## src/logic/fsc_pkg.sv

```systemverilog
// package: shared constants and types for the flash/sram bus controller
package fsc_pkg;
  localparam int ADDR_W = 21;
  localparam int RAM_ADDR_W = 17;
  localparam int DATA_W = 16;
  localparam int CLK_MHZ = 25;
  localparam int ACCESS_NS = 120;
  localparam int ACCESS_CYC = (ACCESS_NS * CLK_MHZ + 999) / 1000;
  localparam int RESET_NS = 200;
  localparam int RESET_CYC = (RESET_NS * CLK_MHZ + 999) / 1000;
  localparam int TURN_CYC = 1;
  localparam logic [7:0] CMD_READ_ARRAY = 8'hFF;
  localparam logic [7:0] CMD_PROGRAM = 8'h40;
  localparam logic [7:0] CMD_READ_STATUS = 8'h70;
  localparam logic [7:0] CMD_CLEAR_STATUS = 8'h50;

  typedef enum logic [1:0] {
    OP_RAM_READ = 2'h0,
    OP_RAM_WRITE = 2'h1,
    OP_NVM_READ = 2'h2,
    OP_NVM_WRITE = 2'h3
  } fsc_op_type;

  typedef struct packed {
    fsc_op_type op;
    logic [ADDR_W-1:0] addr;
    logic [DATA_W-1:0] wdata;
    logic [1:0] lanes_n;
  } fsc_req_type;

  typedef struct packed {
    logic nvm_ce_n;
    logic nvm_oe_n;
    logic nvm_we_n;
    logic ram_select_low_n;
    logic ram_select_high;
    logic ram_oe_n;
    logic ram_we_n;
    logic ram_low_lane_sel_n;
    logic ram_high_lane_sel_n;
  } fsc_strobe_type;

  localparam fsc_strobe_type STROBE_IDLE = '{1'b1, 1'b1, 1'b1, 1'b1, 1'b0, 1'b1, 1'b1, 1'b1, 1'b1};
endpackage

```

## src/logic/fsc_wait_timer.sv

```systemverilog
// module: down counter for strobe phase lengths
`timescale 1ns/1ps
module fsc_wait_timer #(
  parameter int WIDTH = 8
) (
  input wire logic clock,
  input wire logic rst,
  input wire logic load,
  input wire logic [WIDTH-1:0] count,
  output logic done
);
  logic [WIDTH-1:0] cnt_q;
  logic [WIDTH-1:0] cnt_d;
  assign cnt_d = load ? count : ((cnt_q != '0) ? cnt_q - 1'b1 : cnt_q);
  assign done = (cnt_q == '0) && !load;
  always_ff @(posedge clock)
  begin
    if (rst)
      cnt_q <= '0;
    else
      cnt_q <= cnt_d;
  end
endmodule

```

## src/logic/fsc_ctrl.sv

```systemverilog
// module: host controller driving the combined flash/sram pins
`timescale 1ns/1ps
module fsc_ctrl #(
  parameter int ACCESS_CYCLES = fsc_pkg::ACCESS_CYC,
  parameter int RESET_CYCLES = fsc_pkg::RESET_CYC
) (
  input wire logic clock,
  input wire logic rst,
  input wire logic req_valid,
  input wire fsc_pkg::fsc_req_type req,
  output logic req_ready,
  output logic resp_valid,
  output logic [fsc_pkg::DATA_W-1:0] resp_data,
  input wire logic nvm_reset_req,
  input wire logic protect_req,
  input wire logic lockdown_req,
  output logic [fsc_pkg::ADDR_W-1:0] addr,
  output fsc_pkg::fsc_strobe_type strobes,
  output logic nvm_reset_n,
  output logic nvm_wp_n,
  output logic nvm_vpp,
  input wire logic [fsc_pkg::DATA_W-1:0] dq_in,
  output logic [fsc_pkg::DATA_W-1:0] dq_out,
  output logic [fsc_pkg::DATA_W-1:0] dq_oe_n
);
  typedef enum logic [5:0] {
    ST_RESET = 6'h01,
    ST_IDLE = 6'h02,
    ST_SETUP = 6'h04,
    ST_STROBE = 6'h08,
    ST_RELEASE = 6'h10,
    ST_TURN = 6'h20
  } fsc_state_type;

  function automatic logic [fsc_pkg::DATA_W-1:0] lane_mask(input logic [1:0] lanes_n);
    lane_mask = {{8{~lanes_n[1]}}, {8{~lanes_n[0]}}};
  endfunction

  fsc_state_type state_q, state_d;
  fsc_pkg::fsc_req_type cur_q;
  fsc_pkg::fsc_strobe_type strobes_q, strobes_d;
  logic [fsc_pkg::ADDR_W-1:0] addr_q;
  logic [fsc_pkg::DATA_W-1:0] dq_out_q, dq_oe_n_q, resp_data_q;
  logic resp_valid_q, req_ready_q, nvm_reset_n_q, wp_n_q, vpp_q;
  logic timer_load, timer_done;
  logic [7:0] timer_count;
  logic is_write, is_nvm, take, finish;
  logic [fsc_pkg::DATA_W-1:0] read_mask;

  assign is_write = cur_q.op == fsc_pkg::OP_RAM_WRITE || cur_q.op == fsc_pkg::OP_NVM_WRITE;
  assign is_nvm = cur_q.op == fsc_pkg::OP_NVM_READ || cur_q.op == fsc_pkg::OP_NVM_WRITE;
  assign take = state_q == ST_IDLE && req_valid && !nvm_reset_req;
  assign finish = state_q == ST_STROBE && timer_done;
  // flash reads are full width; sram reads obey lane selects
  assign read_mask = is_nvm ? {fsc_pkg::DATA_W{1'b1}} : lane_mask(cur_q.lanes_n);

  // reset hold time is long enough to need a timer too
  assign timer_load = take || (state_q == ST_IDLE && nvm_reset_req) || state_q == ST_SETUP;
  assign timer_count = (state_q == ST_SETUP) ? 8'(ACCESS_CYCLES) : 8'(RESET_CYCLES);

  fsc_wait_timer #(.WIDTH(8)) u_timer (
    .clock(clock),
    .rst(rst),
    .load(timer_load),
    .count(timer_count),
    .done(timer_done)
  );

  always_comb
  begin
    state_d = state_q;
    strobes_d = strobes_q;
    case (state_q)
      ST_RESET:
      begin
        strobes_d = fsc_pkg::STROBE_IDLE;
        if (timer_done && !nvm_reset_req)
          state_d = ST_IDLE;
      end
      ST_IDLE:
      begin
        strobes_d = fsc_pkg::STROBE_IDLE;
        if (nvm_reset_req)
          state_d = ST_RESET;
        else if (req_valid)
          state_d = ST_SETUP;
      end
      ST_SETUP:
      begin
        // chip selects and lanes first, then the read or write strobe
        state_d = ST_STROBE;
        if (is_nvm)
          strobes_d.nvm_ce_n = 1'b0;
        else
        begin
          strobes_d.ram_select_low_n = 1'b0;
          strobes_d.ram_select_high = 1'b1;
          strobes_d.ram_low_lane_sel_n = cur_q.lanes_n[0];
          strobes_d.ram_high_lane_sel_n = cur_q.lanes_n[1];
        end
      end
      ST_STROBE:
      begin
        if (is_nvm && is_write)
          strobes_d.nvm_we_n = 1'b0;
        else if (is_nvm)
          strobes_d.nvm_oe_n = 1'b0;
        else if (is_write)
          strobes_d.ram_we_n = 1'b0;
        else
          strobes_d.ram_oe_n = 1'b0;
        if (timer_done)
        begin
          state_d = ST_RELEASE;
          // we rises before ce so data is taken on the we edge
          strobes_d.nvm_we_n = 1'b1;
          strobes_d.ram_we_n = 1'b1;
          strobes_d.nvm_oe_n = 1'b1;
          strobes_d.ram_oe_n = 1'b1;
        end
      end
      ST_RELEASE:
      begin
        strobes_d = fsc_pkg::STROBE_IDLE;
        state_d = ST_TURN;
      end
      ST_TURN:
        // one dead cycle keeps the two dies from fighting on dq
        state_d = ST_IDLE;
      default:
      begin
        state_d = ST_RESET;
        strobes_d = fsc_pkg::STROBE_IDLE;
      end
    endcase
  end

  always_ff @(posedge clock)
  begin
    if (rst)
    begin
      state_q <= ST_RESET;
      strobes_q <= fsc_pkg::STROBE_IDLE;
    end
    else
    begin
      state_q <= state_d;
      strobes_q <= strobes_d;
    end
  end

  always_ff @(posedge clock)
  begin
    if (rst)
    begin
      cur_q <= '0;
      addr_q <= '0;
    end
    else if (take)
    begin
      cur_q <= req;
      // sram only sees the low 17 lines; the top bits are zeroed
      addr_q <= (req.op == fsc_pkg::OP_NVM_READ || req.op == fsc_pkg::OP_NVM_WRITE) ? req.addr
        : {{(fsc_pkg::ADDR_W-fsc_pkg::RAM_ADDR_W){1'b0}}, req.addr[fsc_pkg::RAM_ADDR_W-1:0]};
    end
  end

  always_ff @(posedge clock)
  begin
    if (rst)
    begin
      dq_out_q <= '0;
      dq_oe_n_q <= '1;
    end
    else if (state_q == ST_SETUP && is_write)
    begin
      dq_out_q <= cur_q.wdata;
      dq_oe_n_q <= is_nvm ? '0 : ~lane_mask(cur_q.lanes_n);
    end
    else if (state_q == ST_RELEASE || state_q == ST_IDLE || state_q == ST_RESET)
      dq_oe_n_q <= '1;
  end

  always_ff @(posedge clock)
  begin
    if (rst)
    begin
      resp_valid_q <= 1'b0;
      resp_data_q <= '0;
      req_ready_q <= 1'b0;
    end
    else
    begin
      resp_valid_q <= finish;
      if (finish && !is_write)
        resp_data_q <= dq_in & read_mask;
      req_ready_q <= state_d == ST_IDLE && !nvm_reset_req;
    end
  end

  always_ff @(posedge clock)
  begin
    if (rst)
    begin
      nvm_reset_n_q <= 1'b0;
      wp_n_q <= 1'b0;
      vpp_q <= 1'b0;
    end
    else
    begin
      nvm_reset_n_q <= state_d != ST_RESET;
      wp_n_q <= !lockdown_req;
      vpp_q <= !protect_req;
    end
  end

  assign addr = addr_q;
  assign strobes = strobes_q;
  assign nvm_reset_n = nvm_reset_n_q;
  assign nvm_wp_n = wp_n_q;
  assign nvm_vpp = vpp_q;
  assign dq_out = dq_out_q;
  assign dq_oe_n = dq_oe_n_q;
  assign resp_valid = resp_valid_q;
  assign resp_data = resp_data_q;
  assign req_ready = req_ready_q;
endmodule

```

## config.mk

```make
export PLATFORM = sky130hd
export DESIGN_NAME = fsc_ctrl
export DESIGN_NICKNAME = d
export VERILOG_FILES = /design/src/logic/fsc_pkg.sv /design/src/logic/fsc_wait_timer.sv /design/src/logic/fsc_ctrl.sv
export SDC_FILE = /design/constraint.sdc
export NUM_CORES = 1
export LEC_CHECK = 0
export ABC_CLOCK_PERIOD_IN_PS = 3200
export BUFFER_PORTS_ARGS = -buffer_cell sky130_fd_sc_hd__buf_2
export CORE_ASPECT_RATIO = 2
export CORE_MARGIN = 5
export CORE_UTILIZATION = 38
export CTS_CLUSTER_DIAMETER = 120
export DETAILED_ROUTE_END_ITERATION = 6
export PLACE_DENSITY = 0.72
export SLEW_MARGIN = 20
export SYNTH_ARGS = -nofsm -noshare
export SYNTH_HDL_FRONTEND = slang
export SYNTH_SLANG_ARGS = --single-unit
```

## constraint.sdc

```tcl
create_clock -name clock -period 3.2 [get_ports clock]
set_input_delay 0.32 -clock clock [delete_from_list [all_inputs] [get_ports clock]]
set_output_delay 0.32 -clock clock [all_outputs]
set_load 0.02 [all_outputs]
```

# --- Yosys cells after proc, flatten, opt, wreduce, memory -nomap -nowiden ---
# Cells that the tools add are included.
# Widths: inputs -> output; s select.
op_classes:
  n_shift: 0
  n_eq_ne: 21
  bitwise: 6
  order_cmp: 0
  n_reduce_logical: 34
  n_mul: 0
  muxes: 29
  div: 0
  add_sub_neg: 1
ops:
  columns: ["op", "n"]
  rows:
  - ["$mux 16", 4]
  - ["$pmux 6 s6", 1]
  - ["$mux 6", 4]
  - ["$mux 21", 1]
  - ["$and 16x16->16", 1]
  - ["$mux 8", 2]
  - ["$not 16->16", 1]
  - ["$pmux 2 s2", 4]
  - ["$ne 3x3->1 const B", 5]
  - ["$eq 6x2->1 const B", 2]
  - ["$mux 2", 6]
  - ["$logic_and 1x1->1", 10]
  - ["$eq 2x2->1 const B", 4]
  - ["$logic_not 8->1", 1]
  - ["$reduce_and 4->1", 2]
  - ["$reduce_bool 8->1", 1]
  - ["$sub 8x1->8 const B", 1]
  - ["$logic_or 1x1->1", 7]
  - ["$eq 6x1->1 const B", 1]
  - ["$eq 6x3->1 const B", 1]
  - ["$eq 6x4->1 const B", 1]
  - ["$eq 6x5->1 const B", 1]
  - ["$eq 6x6->1 const B", 1]
  - ["$ne 6x1->1 const B", 1]
  - ["other kinds (12)", 28]
word_totals:
  romBits: 0
  elab_cells: 114
  out_inout_bits: 83
  latch_bits: 0
  n_memories: 0
  register_bits: 117
  ram_bits: 0

# --- Logic depth before layout (Yosys ltp) ---
depth:
  ltp_word: 12
  depth_mapped: 8
  ltp_nobuf: 6

# --- Hierarchy ---
# Synthesis repeated with hierarchy kept, for this count alone.
unflattened:
  cells_unflattened: 512
  area_unflattened_um2: 4217.8
modules_own_cells:
  columns: ["module", "n_inst", "seq_area_each_um2", "cells_per_inst", "area_each_um2"]
  rows:
  - ["fsc_ctrl", 1, 1901.8, 454, 3741.1]
  - ["fsc_wait_timer", 1, 160.2, 58, 476.7]

# --- Worst setup path before layout ---
# Ideal clock, no wire load.
synth_timing:
  path_type: "register to register"
  startpoint: "register state_q[1]"
  endpoint: "register resp_data_q, in the netlist resp_data[10]"
  required_time_ps: 3068
  n_path_buf: 3
  setup_ps: 132
  synth_period_minus_slack_ps: 1756
  setup_slack_ps: 1444
  path_stages_with_launch: 9
  t_arrival_ps: 1624
  path_cell_list: "dfxtp_1 -> buf_2 -> nor4_4 -> nand2_2 -> or3_1 -> buf_2 -> buf_6 -> nand2_1 -> a21oi_1"
synth_via:
  elab_chain_cells: 9
  word_cells_on_any_way: 12
  cone_classes: "eq/ne (3); reduce/logical (9)"
synth_lines:
  columns: ["element", "line", "text"]
  rows:
  - ["start: declaration", "fsc_ctrl.sv:39", "fsc_state_type state_q, state_d;"]
  - ["start signal: assignment", "fsc_ctrl.sv:147", "state_q <= state_d;"]
  - ["$eq 6x2->1", "fsc_ctrl.sv:52, fsc_ctrl.sv:58", null]
  - ["$logic_and 1x1->1 (2 in series)", "fsc_ctrl.sv:52", "assign take = state_q == ST_IDLE && req_valid && !nvm_reset_req;"]
  - ["$logic_or 1x1->1 (2 in series)", "fsc_ctrl.sv:58", "assign timer_load = take || (state_q == ST_IDLE && nvm_reset_req) || state_q == ST_SETUP;"]
  - ["$logic_not 1->1", "fsc_wait_timer.sv:15", "assign done = (cnt_q == '0) && !load;"]
  - ["$logic_and 1x1->1", "fsc_wait_timer.sv:15", null]
  - ["$logic_and 1x1->1 *", "fsc_ctrl.sv:53", "assign finish = state_q == ST_STROBE && timer_done;"]
  - ["$logic_and 1x1->1 *", "fsc_ctrl.sv:195", "if (finish && !is_write)"]
  - ["end signal: assignment", "fsc_ctrl.sv:196", "resp_data_q <= dq_in & read_mask;"]
  - ["end: declaration", "fsc_ctrl.sv:43", "logic [fsc_pkg::DATA_W-1:0] dq_out_q, dq_oe_n_q, resp_data_q;"]
# Every way passes the cells marked *; elsewhere a longest branch is shown, timed or not.
# A chain may end at the register's enable or synchronous reset.

# --- Final worst setup path ---
layout_timing:
  startpoint: "register u_timer.cnt_q[2]"
  endpoint: "register resp_data_q, in the netlist resp_data[9]"
layout_via:
  elab_chain_cells: 4
layout_lines:
  columns: ["element", "line", "text"]
  rows:
  - ["start: declaration", "fsc_wait_timer.sv:12", "logic [WIDTH-1:0] cnt_q;"]
  - ["start signal: assignment", "fsc_wait_timer.sv:21", "cnt_q <= cnt_d;"]
  - ["$logic_not 8->1", "fsc_wait_timer.sv:15", null]
  - ["$logic_and 1x1->1", "fsc_wait_timer.sv:15", null]
  - ["$logic_and 1x1->1", "fsc_ctrl.sv:53", null]
  - ["$logic_and 1x1->1", "fsc_ctrl.sv:195", null]
# Every way passes these cells.

==> flow_summary.yaml <==
critical_path:
  cp.arrival_ns: 2.28
  cpMaxStageDelayCell: "or3_1"
  path_cells: "nor3_1 > nand3_2 > or3_1 > nand2_1 > a21oi_1"
  path_max_fanout: 16
  worstSetupStartpointType: "register"
  critPathTopFamily: "simple AND/OR/NAND/NOR gates"
  crit_type: "register to register"
  cp.depth: 5
  worstSetupEndpointType: "register"
  r2r_end: "resp_data[9]"
  critPathLaunch: "u_timer.cnt_q[2]"
  r2r_cells: 5
  ff2ff_setup_slack_ns: 1.10
  r2r-start: "u_timer.cnt_q[2]"
  cpPeakStageDelay_ns: 0.67
  critPathCapture: "resp_data[9]"
  path_buf_inv: 0
  cp.required_ns: 3.38
die:
  start_util: 0.387
  io_pins: 146
  die_width_um: 83.3
  rows: 53
  core_mm2: 0.0105
  die_h_um: 157
  die_area_mm2: 0.0130
cells_and_area:
  area_delta_synth_final_pct: 24.1
  fin_util: 0.480
  multi_input_area_mm2: 0.00173
  register_area_mm2: 0.00206
  nNetsFinal: 677
  nFillCells: 1052
  drive_gt1_frac: 0.285
synth:
  synth_edf_count: 0
  synth_cell_types: 43
  yosys_warnings: 0
  synthFlopType: "dfxtp_1"
  ys_seq_area_frac: 0.505
  syn_area_mm2: 0.00408
  syn_avg_cell_area_um2: 8.15
  synthArstFlopShare: 0
  syn_inst: 501
  synth-seq-cells: 103
  syn_nets: 565
cts:
  cts.sinks: 103
  insertion_delay_ns: 0.34
  clkSlewWorstSetupHoldPaths_ns: 0.07
  clock_path_buffers: 2
  cts_tree: "yes"
  cts_hold_buf: 0
  h-tree-depth: 3
  cts_made_buffers: 9
  ctsResizeCount: 0
  post_cts_buffers: 0
  cts-root-buf: "clkbuf_16"
global_route:
  grt-ovfl-total: 0
  grt_pass1_vias: 3661
  track_usage: 0.164
  grt_pass1_wl_um: 17400
  grt_max_degree: 51
  antenna_found_initial: 0
timing:
  period_needed_ns: 2.10
  finalSetupViolCount: 0
  hold_slack_ns: 0.130
  rsz0062_at_grt: "no"
  hold_viol: 0
  tightest_slew_ns: 0.932
  max-slew-margin-rel: 0.378
  finalMaxSlewViolations: 0
  fin_skew_ns: 0.00771
  fin_setup_tns_ns: 0
  fin_crit_sh: 0.657
  fmax_mhz: 476
route:
  drtIter0Drc: 198
  viasPerCell: 4.98
  drc: 0
  routedWlPerCell_um: 14.4
  drtPass1Iterations: 4
  route.vias.total: 3762
  ant_nets: 0
  totalWireLength_um: 10900
status:
  status: "finished, final reports clean"
power_and_ir_drop:
  power.leakage_nw: 2.00
  p_per_area_mw_per_mm2: 628
  max-vdd-ir-drop_mv: 0.287
hold_path:
  hold_class: "primary input to register"
placed_design:
  globalplace.congestion: 0.948
  hpwl_um: 8030
  io_buffers: 145
run:
  max-cap-violations: 0
==> metrics by stage <==
step | worst slack (ns) | instances | total power (W) | area [µm²]
after floorplan | 1.44 | 501 | 0.00188 | 4080
after global placement | 1.25 | 739 | 0.00199 | 4730
after detailed placement | 1.09 | 739 | 0.00202 | 4730
after CTS | 1.09 | 755 | 0.00321 | 5060
after global routing | 0.896 | 755 | 0.00335 | 5060
final | 1.10 | 756 | 0.00318 | 5060
==> layer usage <==
metal / share of wire / global-route usage / routed length [µm]
met5: 0 / 0 / 0
met4: 0.029 / 0.0811 / 320
met2: 0.53 / 0.304 / 5800
met3: 0.062 / 0.0427 / 675
met1: 0.38 / 0.168 / 4080
==> cells by family (layout without fill, tap and decap cells) <==
group / count (synthesis) / after routing / synth area share
simple gates: 225 / 225 / 0.252
compound gates: 112 / 112 / 0.151
flops: 103 / 103 / 0.505
buf+inv: 52 / 169 / 0.0717
xor+xnor: 8 / 8 / 0.0172
fa+ha+maj: 1 / 1 / 0.00307
other cells: 0 / 1 / 0
==> state kept, by name, indices dropped and copies added, names as in the netlist <==
name and flops:
dq_oe_n 2, state_q 6, resp_data 16, strobes 9
resp_valid 1, dq_out 16, nvm_vpp 1, u_timer.cnt_q 8
addr 21, nvm_wp_n 1, cur_q 20, req_ready 1
nvm_reset_n 1
==> worst min-delay path by stage <==
stage / end / cells past startpoint / from
after global placement: dq_out[9] / 2 / cur_q[11]
after global routing: nvm_vpp / 2 / protect_req
final: nvm_vpp / 2 / protect_req
after floorplan: nvm_vpp / 1 / protect_req
after detailed placement: dq_out[15] / 2 / cur_q[17]
after CTS: nvm_vpp / 2 / protect_req
==> cells in the final DEF (no fill, tap or decap), types with 2 or more instances in the layout <==
master | netlist | routed
a31o_2 | 3 | 3
a31oi_1 | 3 | 3
inv_1 | 5 | 5
o32ai_1 | 2 | 2
o21ai_0 | 11 | 11
clkinvlp_4 | 0 | 2
clkbuf_16 | 0 | 9
xnor2_1 | 5 | 5
bufinv_16 | 0 | 2
nor3_1 | 9 | 9
nor2b_1 | 2 | 2
xor2_1 | 3 | 3
o211ai_1 | 4 | 4
nand3_1 | 23 | 23
dfxtp_1 | 103 | 103
and2_1 | 2 | 2
nand2_1 | 147 | 147
nor4b_1 | 2 | 2
or3_1 | 4 | 4
o31ai_1 | 2 | 2
buf_4 | 15 | 3
and3_1 | 2 | 2
buf_2 | 15 | 145
nand2b_1 | 5 | 5
nor2_1 | 16 | 15
a21oi_1 | 83 | 83
==> layout make-up <==
type / instances / share of cell area
tap: 137 / 0.0339
timing repair buffer: 148 / 0.148
antenna: 1 / 0.000494
clock buffer: 10 / 0.0472
inverter: 5 / 0.00371
clock inverter: 6 / 0.0183
multi-input combinational: 346 / 0.341
sequential: 103 / 0.407
==> synth_stat cells (2+ instances only) <==
| cell | count | share of area |
|---|---|---|
| a31o_2 | 3 | 0.0064 |
| inv_1 | 5 | 0.0046 |
| buf_4 | 15 | 0.028 |
| dfxtp_1 | 103 | 0.51 |
| xnor2_1 | 5 | 0.011 |
| o32ai_1 | 2 | 0.0043 |
| and3_1 | 2 | 0.0031 |
| o211ai_1 | 4 | 0.0074 |
| or3_1 | 4 | 0.0061 |
| nor2_1 | 16 | 0.015 |
| buf_2 | 15 | 0.018 |
| and2_1 | 2 | 0.0031 |
| a21oi_1 | 83 | 0.10 |
| a31oi_1 | 3 | 0.0046 |
| clkbuf_1 | 14 | 0.013 |
| nand2b_1 | 5 | 0.0077 |
| o31ai_1 | 2 | 0.0037 |
| nor4b_1 | 2 | 0.0043 |
| nor2b_1 | 2 | 0.0031 |
| nand3_1 | 23 | 0.028 |
| nor3_1 | 9 | 0.011 |
| xor2_1 | 3 | 0.0064 |
| o21ai_0 | 11 | 0.013 |
| nand2_1 | 147 | 0.14 |
| buf_6 | 3 | 0.0083 |
==> worst register-to-register path, stage by stage, from the launching register on <==
cell     delay [ns]
dfxtp_1        0.35
nor3_1         0.37
nand3_2        0.30
or3_1          0.67
nand2_1        0.18
a21oi_1        0.08
==> where the power goes <==
part / switching, W / internal (W) / leakage [nW]
clock network: 0.000477 / 0.000711 / 0.155
logic: 0.000318 / 0.000247 / 1.01
registers: 0.0000793 / 0.00135 / 0.832
total: 0.000874 / 0.00230 / 2.00
(Power assumes the default switching activity.)
